### src/rsc_pkg.sv
// package of the reset source controller: register addresses, bit positions,
// reset values, timing constants and the cause and sequencer enumerations.
// assumes one 20 MHz clock shared by every module that imports it.
package rsc_pkg;

    localparam int CLK_MHZ = 20;

    // register addresses on the special function register port
    localparam logic [7:0] SUPPLY_MONITOR_CONTROL_ADDR = 8'hFF;
    localparam logic [7:0] RESET_CAUSE_REGISTER_ADDR   = 8'hEF;

    // supply_monitor_control fields
    localparam int SMC_ON_BIT    = 7;
    localparam int SMC_ABOVE_BIT = 6;
    localparam int SMC_LEVEL_BIT = 5;
    localparam logic [4:0] SMC_UNUSED_READ = 5'h00;

    // reset_cause_register fields
    localparam int RCR_FLASH_BIT = 6;
    localparam int RCR_COMP_BIT  = 5;
    localparam int RCR_SOFT_BIT  = 4;
    localparam int RCR_WDT_BIT   = 3;
    localparam int RCR_MCD_BIT   = 2;
    localparam int RCR_POWER_BIT = 1;
    localparam int RCR_PIN_BIT   = 0;

    // reset values
    localparam logic       MONITOR_ON_RESET = 1'b1;
    localparam logic       LEVEL_RESET      = 1'b0;
    localparam logic       ENABLE_RESET     = 1'b0;
    localparam logic       WDT_EN_RESET     = 1'b1;
    localparam logic [7:0] FLAGS_RESET      = 8'h00;
    localparam logic [7:0] RDATA_RESET      = 8'h00;

    // timing
    localparam int RESET_HOLD_NS      = 1000;
    localparam int RESET_HOLD_CYCLES  = (RESET_HOLD_NS * CLK_MHZ + 999) / 1000;
    localparam int MCD_TIMEOUT_US     = 100;
    localparam int MCD_TIMEOUT_CYCLES = MCD_TIMEOUT_US * CLK_MHZ;
    localparam int WDT_DIVIDE         = 12;

    typedef enum logic [2:0] {
        CAUSE_NONE,
        CAUSE_POWER,
        CAUSE_PIN,
        CAUSE_MCD,
        CAUSE_COMP,
        CAUSE_WDT,
        CAUSE_FLASH,
        CAUSE_SOFT
    } rsc_cause_type;

    typedef enum logic {
        SEQ_RUN,
        SEQ_HOLD
    } rsc_seq_type;

    // one-hot cause flags for the reset_cause_register
    function automatic logic [7:0] rsc_cause_flags(input rsc_cause_type cause);
        logic [7:0] f;
        f = FLAGS_RESET;
        case (cause)
            CAUSE_POWER: f[RCR_POWER_BIT] = 1'b1;
            CAUSE_PIN:   f[RCR_PIN_BIT]   = 1'b1;
            CAUSE_MCD:   f[RCR_MCD_BIT]   = 1'b1;
            CAUSE_COMP:  f[RCR_COMP_BIT]  = 1'b1;
            CAUSE_WDT:   f[RCR_WDT_BIT]   = 1'b1;
            CAUSE_FLASH: f[RCR_FLASH_BIT] = 1'b1;
            CAUSE_SOFT:  f[RCR_SOFT_BIT]  = 1'b1;
            default:     f = FLAGS_RESET;
        endcase
        return f;
    endfunction

endpackage

### src/rsc_mcd_if.sv
// interface between the controller and its missing clock detector.
// assumes clk_level is already synchronised to the controller clock.
`timescale 1ns/1ps
`default_nettype none
interface rsc_mcd_if;
    logic enable;
    logic clk_level;
    logic timeout;
    modport ctrl (output enable, output clk_level, input timeout);
    modport det  (input enable, input clk_level, output timeout);
endinterface
`default_nettype wire

### src/rsc_mcd.sv
// missing clock detector: one-shot retriggered by every level change of the
// monitored system clock. assumes a free-running i_clk faster than the timeout.
`timescale 1ns/1ps
`default_nettype none
module rsc_mcd #(
    parameter int TIMEOUT_CYCLES = rsc_pkg::MCD_TIMEOUT_CYCLES
) (
    input  wire logic i_clk,
    input  wire logic i_reset,
    rsc_mcd_if.det    mcd
);
    import rsc_pkg::*;

    localparam int CNT_W = $clog2(TIMEOUT_CYCLES + 1);
    localparam logic [CNT_W-1:0] CNT_LIMIT = CNT_W'(TIMEOUT_CYCLES);
    localparam logic [CNT_W-1:0] CNT_ONE   = CNT_W'(1);
    localparam logic [CNT_W-1:0] CNT_ZERO  = CNT_W'(0);

    logic             prev_q;
    logic [CNT_W-1:0] cnt_q;
    logic             timeout_q;

    always_ff @(posedge i_clk) begin
        if (i_reset) begin
            prev_q <= 1'b0;
        end else begin
            prev_q <= mcd.clk_level;
        end
    end

    // a stuck high or low clock lets the count run out
    always_ff @(posedge i_clk) begin
        if (i_reset || !mcd.enable || (mcd.clk_level != prev_q)) begin
            cnt_q     <= CNT_ZERO;
            timeout_q <= 1'b0;
        end else if (cnt_q >= CNT_LIMIT) begin
            cnt_q     <= CNT_ZERO;
            timeout_q <= 1'b1; // see RQ7
        end else begin
            cnt_q     <= cnt_q + CNT_ONE;
            timeout_q <= 1'b0;
        end
    end

    assign mcd.timeout = timeout_q;

endmodule
`default_nettype wire

### src/rsc_reset_source_controller.sv
// reset source controller: supply monitor control, reset cause register and
// the system reset sequencer for every reset source.
// assumes a free-running 20 MHz I_CLK, I_RESET as the power-on reset, and
// same-clock flash and watchdog strobes; pins and analog levels are async.
`timescale 1ns/1ps
`default_nettype none
// Notes on behaviour
// RQ1: monitor on/off by its enable bit; resets only if also selected as source.
// RQ2: monitor control bit 6 reads live supply status, 1 when above threshold.
// RQ3: monitor control bit 5 picks high or low threshold, resets to 0.
// RQ4: monitor control bits 4 to 0 read zero, writes ignored.
// RQ5: software waits for monitor to settle before selecting it.
// RQ6: low reset pin resets the device; pin cause flag set on release.
// RQ7: missing clock one-shot times out on a stuck clock and resets.
// RQ8: cause bit 2 reads 1 only after a missing clock reset.
// RQ9: writing cause bit 2 enables or disables the missing clock detector.
// RQ10: only power and monitor resets drive the reset pin.
// RQ11: cause bit 5 enables comparator reset while plus input below minus.
// RQ12: cause bit 5 reads 1 only after a comparator reset.
// RQ13: software lets the comparator settle before enabling it as source.
// RQ14: after any reset the watchdog is enabled, ticking at clock over twelve.
// RQ15: watchdog timeout resets the device and sets its cause flag.
// RQ16: enabled flash write or erase at or above reserved base resets.
// RQ17: code read or branch fetch at or above reserved base resets.
// RQ18: secured access or access without high selected monitor resets.
// RQ19: flash error reset sets cause bit 6.
// RQ20: writing cause bit 4 forces a reset, bit reads 1 afterwards.
// RQ21: power-on or monitor reset sets cause bit 1 on release.
// RQ22: only power-on enables the monitor; other resets keep its state.
// RQ23: new reset keeps only its own cause flag; enables are kept.
module rsc_reset_source_controller #(
    parameter int                     FLASH_ADDR_W  = 16,
    parameter logic [FLASH_ADDR_W-1:0] RESERVED_BASE = 16'hF800,
    parameter int                     RESET_HOLD    = rsc_pkg::RESET_HOLD_CYCLES,
    parameter int                     MCD_TIMEOUT   = rsc_pkg::MCD_TIMEOUT_CYCLES
) (
    input  wire logic                    I_CLK,
    input  wire logic                    I_RESET,
    input  wire logic [7:0]              I_SFR_ADDR,
    input  wire logic [7:0]              I_SFR_WDATA,
    input  wire logic                    I_SFR_WE,
    input  wire logic                    I_SFR_RE,
    output var  logic [7:0]              O_SFR_RDATA,
    input  wire logic                    I_RST_PIN_N,
    output var  logic                    O_RST_PIN_OUT,
    output var  logic                    O_RST_PIN_OE,
    input  wire logic                    I_SUPPLY_ABOVE,
    output var  logic                    O_MONITOR_ON,
    output var  logic                    O_THRESHOLD_HIGH,
    input  wire logic                    I_COMP_ABOVE,
    input  wire logic                    I_SYSTEM_CLOCK_SIGNAL_MON,
    input  wire logic                    I_WDT_TIMEOUT,
    input  wire logic                    I_WDT_EN_WR,
    input  wire logic                    I_WDT_EN_DATA,
    output var  logic                    O_WDT_ENABLE,
    output var  logic                    O_WDT_TICK,
    input  wire logic                    I_FLASH_WR,
    input  wire logic                    I_PROGRAM_STORE_WRITE_ENABLE,
    input  wire logic                    I_CODE_READ,
    input  wire logic                    I_BRANCH_FETCH,
    input  wire logic                    I_FLASH_SEC_BLOCK,
    input  wire logic [FLASH_ADDR_W-1:0] I_FLASH_ADDR,
    output var  logic                    O_SYS_RESET
);
    import rsc_pkg::*;

    localparam int HOLD_W = $clog2(RESET_HOLD + 1);
    localparam logic [HOLD_W-1:0] HOLD_LOAD = HOLD_W'(RESET_HOLD);
    localparam logic [HOLD_W-1:0] HOLD_ONE  = HOLD_W'(1);
    localparam logic [HOLD_W-1:0] HOLD_ZERO = HOLD_W'(0);
    localparam int DIV_W = $clog2(WDT_DIVIDE);
    localparam logic [DIV_W-1:0] DIV_LAST = DIV_W'(WDT_DIVIDE - 1);
    localparam logic [DIV_W-1:0] DIV_ONE  = DIV_W'(1);
    localparam logic [DIV_W-1:0] DIV_ZERO = DIV_W'(0);

    // synchroniser lanes
    localparam int SY_PIN    = 0;
    localparam int SY_SUPPLY = 1;
    localparam int SY_COMP   = 2;
    localparam int SY_SYSTEM_CLOCK_SIGNAL = 3;
    localparam logic [3:0] SYNC_RESET = 4'h7;

    logic [3:0]        sync1_q;
    logic [3:0]        sync2_q;
    rsc_seq_type       state_q;
    rsc_cause_type     cause_q;
    rsc_cause_type     new_cause;
    logic [HOLD_W-1:0] hold_cnt_q;
    logic              sys_reset_q;
    logic              pin_drive_q;
    logic [1:0]        drv_q;
    logic [7:0]        flags_q;
    logic              monitor_on_q;
    logic              level_q;
    logic              monitor_sel_q;
    logic              comp_en_q;
    logic              mcd_en_q;
    logic              wdt_en_q;
    logic [DIV_W-1:0]  div_q;
    logic              tick_q;
    logic [7:0]        rdata_q;
    logic              sfr_open;
    logic              wr_smc;
    logic              wr_rcr;
    logic              pin_low;
    logic              monitor_low;
    logic              comp_low;
    logic              soft_req;
    logic              wdt_req;
    logic              flash_access;
    logic              flash_high;
    logic              flash_err;
    logic              level_active;
    rsc_mcd_if         mcd_bus ();

    // two-flop synchronisers for pins and analog outputs
    always_ff @(posedge I_CLK) begin
        if (I_RESET) begin
            sync1_q <= SYNC_RESET;
            sync2_q <= SYNC_RESET;
        end else begin
            sync1_q <= {I_SYSTEM_CLOCK_SIGNAL_MON, I_COMP_ABOVE, I_SUPPLY_ABOVE, I_RST_PIN_N};
            sync2_q <= sync1_q;
        end
    end

    // register port is closed while the system is held in reset
    assign sfr_open = !sys_reset_q;
    assign wr_smc   = sfr_open && I_SFR_WE && (I_SFR_ADDR == SUPPLY_MONITOR_CONTROL_ADDR);
    assign wr_rcr   = sfr_open && I_SFR_WE && (I_SFR_ADDR == RESET_CAUSE_REGISTER_ADDR);

    // our own drive of the pin is not mistaken for an external reset
    assign pin_low     = !sync2_q[SY_PIN] && !pin_drive_q && !(|drv_q);             // see RQ6
    assign monitor_low = monitor_on_q && monitor_sel_q && !sync2_q[SY_SUPPLY];     // see RQ1
    assign comp_low    = comp_en_q && !sync2_q[SY_COMP];                           // see RQ11
    assign soft_req    = wr_rcr && I_SFR_WDATA[RCR_SOFT_BIT];                      // see RQ20
    assign wdt_req     = wdt_en_q && I_WDT_TIMEOUT;                                // see RQ15

    assign flash_access = (I_FLASH_WR && I_PROGRAM_STORE_WRITE_ENABLE) || I_CODE_READ;
    assign flash_high   = (I_FLASH_ADDR >= RESERVED_BASE);
    always_comb begin
        flash_err = 1'b0;
        if (I_FLASH_WR && I_PROGRAM_STORE_WRITE_ENABLE && flash_high) begin
            flash_err = 1'b1; // see RQ16
        end
        if ((I_CODE_READ || I_BRANCH_FETCH) && flash_high) begin
            flash_err = 1'b1; // see RQ17
        end
        if (flash_access && (I_FLASH_SEC_BLOCK || !(monitor_on_q && level_q && monitor_sel_q))) begin
            flash_err = 1'b1; // see RQ18
        end
    end

    // one cause per reset, highest priority first
    always_comb begin
        new_cause = CAUSE_NONE;
        if (monitor_low) begin
            new_cause = CAUSE_POWER;
        end else if (pin_low) begin
            new_cause = CAUSE_PIN;
        end else if (mcd_bus.timeout) begin
            new_cause = CAUSE_MCD;
        end else if (comp_low) begin
            new_cause = CAUSE_COMP;
        end else if (wdt_req) begin
            new_cause = CAUSE_WDT;
        end else if (sfr_open && flash_err) begin
            new_cause = CAUSE_FLASH;
        end else if (soft_req) begin
            new_cause = CAUSE_SOFT;
        end
    end

    // level sources keep the system in reset while their condition lasts
    always_comb begin
        case (cause_q)
            CAUSE_POWER: level_active = monitor_low;
            CAUSE_PIN:   level_active = !sync2_q[SY_PIN];
            CAUSE_COMP:  level_active = comp_low;
            default:     level_active = 1'b0;
        endcase
    end

    // reset sequencer
    always_ff @(posedge I_CLK) begin
        if (I_RESET) begin
            state_q     <= SEQ_HOLD;
            cause_q     <= CAUSE_POWER;
            hold_cnt_q  <= HOLD_LOAD;
            sys_reset_q <= 1'b1;
            pin_drive_q <= 1'b1;
        end else begin
            case (state_q)
                SEQ_RUN: begin
                    if (new_cause != CAUSE_NONE) begin
                        state_q     <= SEQ_HOLD;
                        cause_q     <= new_cause;
                        hold_cnt_q  <= HOLD_LOAD;
                        sys_reset_q <= 1'b1;                          // see RQ7
                        pin_drive_q <= (new_cause == CAUSE_POWER);    // see RQ10
                    end
                end
                SEQ_HOLD: begin
                    if (level_active) begin
                        hold_cnt_q <= HOLD_LOAD;
                    end else if (hold_cnt_q != HOLD_ZERO) begin
                        hold_cnt_q <= hold_cnt_q - HOLD_ONE;
                    end else begin
                        state_q     <= SEQ_RUN;
                        sys_reset_q <= 1'b0;
                        pin_drive_q <= 1'b0;
                    end
                end
                default: begin
                    state_q     <= SEQ_HOLD;
                    hold_cnt_q  <= HOLD_LOAD;
                    sys_reset_q <= 1'b1;
                    pin_drive_q <= 1'b0;
                end
            endcase
        end
    end

    always_ff @(posedge I_CLK) begin
        drv_q <= {drv_q[0], pin_drive_q};
    end

    // cause flags are replaced as the system leaves reset
    always_ff @(posedge I_CLK) begin
        if (I_RESET) begin
            flags_q <= FLAGS_RESET;
        end else if ((state_q == SEQ_HOLD) && !level_active && (hold_cnt_q == HOLD_ZERO)) begin
            flags_q <= rsc_cause_flags(cause_q); // see RQ6 RQ8 RQ12 RQ19 RQ20 RQ21 RQ23
        end
    end

    // supply monitor enable survives every reset but power-on
    always_ff @(posedge I_CLK) begin
        if (I_RESET) begin
            monitor_on_q <= MONITOR_ON_RESET;           // see RQ22
        end else if (wr_smc) begin
            monitor_on_q <= I_SFR_WDATA[SMC_ON_BIT];    // see RQ1
        end
    end

    always_ff @(posedge I_CLK) begin
        if (I_RESET || sys_reset_q) begin
            level_q <= LEVEL_RESET;                     // see RQ3
        end else if (wr_smc) begin
            level_q <= I_SFR_WDATA[SMC_LEVEL_BIT];
        end
    end

    // source enables share the cause register address and are write-only
    always_ff @(posedge I_CLK) begin
        if (I_RESET) begin
            monitor_sel_q <= ENABLE_RESET;
            comp_en_q     <= ENABLE_RESET;
            mcd_en_q      <= ENABLE_RESET;
        end else if (wr_rcr) begin
            monitor_sel_q <= I_SFR_WDATA[RCR_POWER_BIT];
            comp_en_q     <= I_SFR_WDATA[RCR_COMP_BIT];  // see RQ11
            mcd_en_q      <= I_SFR_WDATA[RCR_MCD_BIT];   // see RQ9
        end
    end

    // watchdog enable and its divide-by-twelve clock
    always_ff @(posedge I_CLK) begin
        if (I_RESET || sys_reset_q) begin
            wdt_en_q <= WDT_EN_RESET;                   // see RQ14
        end else if (I_WDT_EN_WR) begin
            wdt_en_q <= I_WDT_EN_DATA;
        end
    end

    always_ff @(posedge I_CLK) begin
        if (I_RESET || sys_reset_q || !wdt_en_q) begin
            div_q  <= DIV_ZERO;
            tick_q <= 1'b0;
        end else if (div_q == DIV_LAST) begin
            div_q  <= DIV_ZERO;
            tick_q <= 1'b1;                             // see RQ14
        end else begin
            div_q  <= div_q + DIV_ONE;
            tick_q <= 1'b0;
        end
    end

    // read data, registered one cycle after the read strobe
    always_ff @(posedge I_CLK) begin
        if (I_RESET) begin
            rdata_q <= RDATA_RESET;
        end else if (sfr_open && I_SFR_RE) begin
            case (I_SFR_ADDR)
                SUPPLY_MONITOR_CONTROL_ADDR:
                    rdata_q <= {monitor_on_q, sync2_q[SY_SUPPLY], level_q, SMC_UNUSED_READ}; // see RQ2 RQ4
                RESET_CAUSE_REGISTER_ADDR:
                    rdata_q <= flags_q;
                default:
                    rdata_q <= RDATA_RESET;
            endcase
        end
    end

    assign mcd_bus.enable    = mcd_en_q && !sys_reset_q;
    assign mcd_bus.clk_level = sync2_q[SY_SYSTEM_CLOCK_SIGNAL];

    rsc_mcd #(
        .TIMEOUT_CYCLES (MCD_TIMEOUT)
    ) u_mcd (
        .i_clk   (I_CLK),
        .i_reset (I_RESET),
        .mcd     (mcd_bus.det)
    );

    assign O_SFR_RDATA      = rdata_q;
    assign O_RST_PIN_OUT    = 1'b0 & pin_drive_q;
    assign O_RST_PIN_OE     = pin_drive_q;
    assign O_MONITOR_ON     = monitor_on_q;
    assign O_THRESHOLD_HIGH = level_q;
    assign O_WDT_ENABLE     = wdt_en_q;
    assign O_WDT_TICK       = tick_q;
    assign O_SYS_RESET      = sys_reset_q;

endmodule
`default_nettype wire

### config.mk
export PLATFORM = sky130hd
export DESIGN_NAME = rsc_reset_source_controller
export DESIGN_NICKNAME = d
export VERILOG_FILES = /design/src/rsc_pkg.sv /design/src/rsc_mcd_if.sv /design/src/rsc_mcd.sv /design/src/rsc_reset_source_controller.sv
export SDC_FILE = /design/constraint.sdc
export NUM_CORES = 1
export LEC_CHECK = 0
export BUFFER_PORTS_ARGS = -buffer_cell sky130_fd_sc_hd__buf_4
export CAP_MARGIN = 5
export CORE_AREA = 2 2 71 73
export CTS_BUF_LIST = sky130_fd_sc_hd__clkbuf_2 sky130_fd_sc_hd__clkbuf_4 sky130_fd_sc_hd__clkbuf_8
export DETAILED_ROUTE_END_ITERATION = 16
export DIE_AREA = 0 0 73 75
export PLACE_DENSITY_LB_ADDON = 0.1
export SETUP_SLACK_MARGIN = 0.4
export SLEW_MARGIN = 20
export SYNTH_ARGS = -nofsm -noshare
export SYNTH_HDL_FRONTEND = slang
export SYNTH_SLANG_ARGS = --single-unit
### constraint.sdc
create_clock -name I_CLK -period 2.45 [get_ports I_CLK]
set_input_delay 0.49 -clock I_CLK [delete_from_list [all_inputs] [get_ports I_CLK]]
set_output_delay 0.49 -clock I_CLK [all_outputs]
set_load 0.1 [all_outputs]
==> flow_metrics.py <==
metrics = {
    "critical_path": {
        "r2r-start": "hold_cnt_q[0]",
        "crit_start": "hold_cnt_q[0]",
        "cp-start-kind": "register",
        "critPathKind": "reg2reg",
        "worst_setup_path_end_kind": "register",
        "reg2reg_slack_ns": 0.52,
        "critPathArrivalTime_ns": 2.19,
        "crit_chain": "inv_1 -> ha_1 -> nor4b_4 -> buf_4 -> or4_2 -> or3_1 -> o21ai_0",
        "slowest_stage": "or4_2",
        "cp_num_buf_inv": 2,
        "slowest_delay_ns": 0.56,
        "required_ns": 2.71,
        "cp_max_fo": 4,
        "cp_top_family": "simple AND/OR/NAND/NOR gates",
    },
    "global_routing": {
        "grt_usage": 0.2087,
        "met3_usage": 0.06158,
        "antenna_found_initial": 0,
        "grt_pass1_wl_um": 8652,
        "use_met2": 0.3203,
        "grt_max_degree": 35,
        "gr-usage-met1": 0.2768,
        "grt.busiest_layer": "met2",
        "globalRoute.totalOverflow": 0,
        "grt_pass1_vias": 1894,
    },
    "floorplan": {
        "die_area_um2": 5475,
        "rows": 25,
        "dieHeight_um": 75,
        "io_pins": 63,
        "die_w_um": 73,
        "start_util": 0.5444,
        "core_area_um2": 4661,
    },
    "cells_and_area": {
        "fill_cells": 401,
        "synthToLayoutAreaGrowth_pct": 23.57,
        "n_antenna_cell": 0,
        "seq_area_um2": 1206,
        "nets": 383,
        "fin_cells": 388,
        "multiInputGateArea_um2": 1244,
        "final_layout_size_suffix_gt1_frac": 0.2575,
    },
    "placement": {
        "dp.cells": 372,
        "hpwl_um": 3694,
        "io_buffer_count": 47,
        "gp_congestion": 0.8687,
    },
    "yosys": {
        "synth_area_um2": 2537,
        "avgSynthCellArea_um2": 9.062,
        "synth_cell_type_count": 51,
        "synthTopCellsByArea": "dfxtp_1 (47%), nor2_1 (5.6%), mux2i_1 (4.3%)",
        "yosysWarnings": 0,
        "synth.largest_area_cell": "dfxtp_1",
        "netlist_instances": 280,
        "yosysSeqAreaShare": 0.4734,
        "synthArstFlopShare": 0,
        "ys_seq_elements": 60,
        "syn_nets": 333,
        "synth_flop_cell": "dfxtp_1",
        "synth_edf_count": 0,
        "synth_top_area_frac": 0.4734,
    },
    "sta": {
        "worst_pin_slew_ns": 0.6595,
        "finalHoldViolCount": 0,
        "grt_setup_unrepaired": "false",
        "period_needed_ns": 1.927,
        "fin_setup_tns_ns": 0,
        "clock_skew_ns": 0.008351,
        "max_clock_freq_mhz": 518.9,
        "finalSetupViolations": 0,
        "fin_crit_sh": 0.7866,
        "hold_ws_ns": 0.3425,
        "drv_slew": 0,
        "maxSlewHeadroom": 0.5603,
    },
    "pwr": {
        "ir_worst_vdd_mv": 0.3904,
        "cellPowerDensity_nw_per_um2": 642.6,
        "cellLeakagePower_nw": 1.276,
    },
    "clock_tree": {
        "holdBufCountCts": 0,
        "cts.path.max_buffers": 2,
        "ctsRootBufferMaster": "clkbuf_8",
        "clock_latency_ns": 0.33,
        "cts_tree": "built",
        "numClockSinks": 60,
        "cts_buffers": 9,
        "path_clk_slew_ns": 0.06,
        "htreeDepth": 3,
    },
    "route": {
        "post_drt_via_cell_ratio": 5.343,
        "drt-total-wl_um": 5071,
        "wl_per_cell_um": 13.07,
        "num_vias": 2073,
        "drc": 0,
        "drtPass1Iterations": 4,
        "drtIter0Drc": 78,
        "ant_nets": 0,
    },
    "status": {
        "outcome": "finished clean",
    },
    "min_path": {
        "hold_class": "in2reg",
        "hp-start": "I_RST_PIN_N",
    },
    "flow_run": {
        "drv_cap": 0,
    },
}
power breakdown:
group	switching, mW	leakage, nW	internal, mW
clock	0.370	0.0979	0.486
sequential	0.0197	0.486	0.997
combinational	0.0713	0.691	0.0718
total	0.461	1.28	1.55
final timing paths:
check / to / depth (start not counted)
setup / recovery: hold_cnt_q[3] / 7
hold / removal: sync1_q[0] / 2
setup reg to reg: hold_cnt_q[3] / 7
hold reg to reg: drv_q[1] / 0
layout make-up:
type                    instances  share of cell area
flip-flops and latches         60              0.3847
well taps                      54             0.02155
multi-input cells             196              0.3966
inverters                      12             0.01437
clock inverters                 5             0.01676
repair buffers                 51              0.1221
clock buffers                  10             0.04389
worst reg2reg max path: stages (launching register included):
cell and delay [ns]:
dfxtp_2 0.35, inv_1 0.06, ha_1 0.21, nor4b_4 0.15, buf_4 0.15, or4_2 0.56, or3_1 0.31, o21ai_0 0.07
what timing repair did:
item | CTS | global route
gates cloned | 0 | 0
gates resized for setup | 1 | 1
buffers inserted | 0 | 1
endpoints found under the setup margin | 1 | 4
state kept, by name (all words and copies together), names as in the netlist, 2 cells and up:
| signal | cells |
|---|---|
| u_mcd.cnt_q | 11 |
| O_SFR_RDATA | 8 |
| flags_q | 7 |
| hold_cnt_q | 5 |
| div_q | 4 |
| sync1_q | 4 |
| sync2_q | 4 |
| cause_q | 3 |
| drv_q | 2 |
layout by cell type, fill, tap and decap left out, drive strengths merged, types with 8 or more instances in the layout:
cell    synthesis  layout
a21oi          11      11
buf             3      51
clkbuf          9      10
dfxtp          60      60
inv            12      12
mux2i          11      11
nand2          19      19
nand3          14      14
nor2           38      38
nor3            8       8
o21ai           9       9
logic make-up (layout without fill, tap and decap cells):
kind of cell | Yosys count | in the layout | share of synthesized area
AOI/OAI and AO/OA | 42 | 42 | 0.1109
xor gates and xnor gates | 11 | 11 | 0.03797
adders and majority gates | 5 | 5 | 0.02465
buffers and inverters | 24 | 78 | 0.04092
DFF | 60 | 60 | 0.4734
muxes | 11 | 11 | 0.04339
other | 1 | 1 | 0.001478
and+or+nand+nor | 126 | 126 | 0.2673
cells in the mapped netlist, types with 2 or more instances:
cell / instances
dfxtp_1: 60
nor2_1: 38
nand2_1: 19
nand3_1: 14
inv_1: 12
a21oi_1: 11
mux2i_1: 11
o21ai_0: 9
clkbuf_1: 8
nor3_1: 8
a22oi_1: 6
or2_2: 6
xnor2_1: 6
ha_1: 5
nand2b_1: 5
xor2_1: 5
and3_1: 4
nand4_1: 4
nor2b_1: 4
or3_2: 4
a31oi_1: 3
nor4_1: 3
a21o_1: 2
a32o_1: 2
nand3b_1: 2
nand4b_1: 2
nor3b_1: 2
or3_1: 2
layer usage:
metal	up-vias	part of all wire	wire length, um
met3	8	0.042	211
met1	946	0.50	2540
met4	0	0.011	55
met5	-	0	0
met2	44	0.45	2264
li1	1075	-	-
metrics by stage:
stage	setup WS, ns	util	area, um2	total power, mW
5_1_grt	0.4049	0.6728	3136	2.105
4_1_cts	0.4190	0.6709	3127	2.041
6_report	0.5229	0.6728	3136	2.015
3_5_place_dp	0.4047	0.6277	2925	1.179
3_3_place_gp	0.4022	0.6277	2925	1.176
2_1_floorplan	0.4013	-	2541	1.121
(Power assumes the default switching activity.)
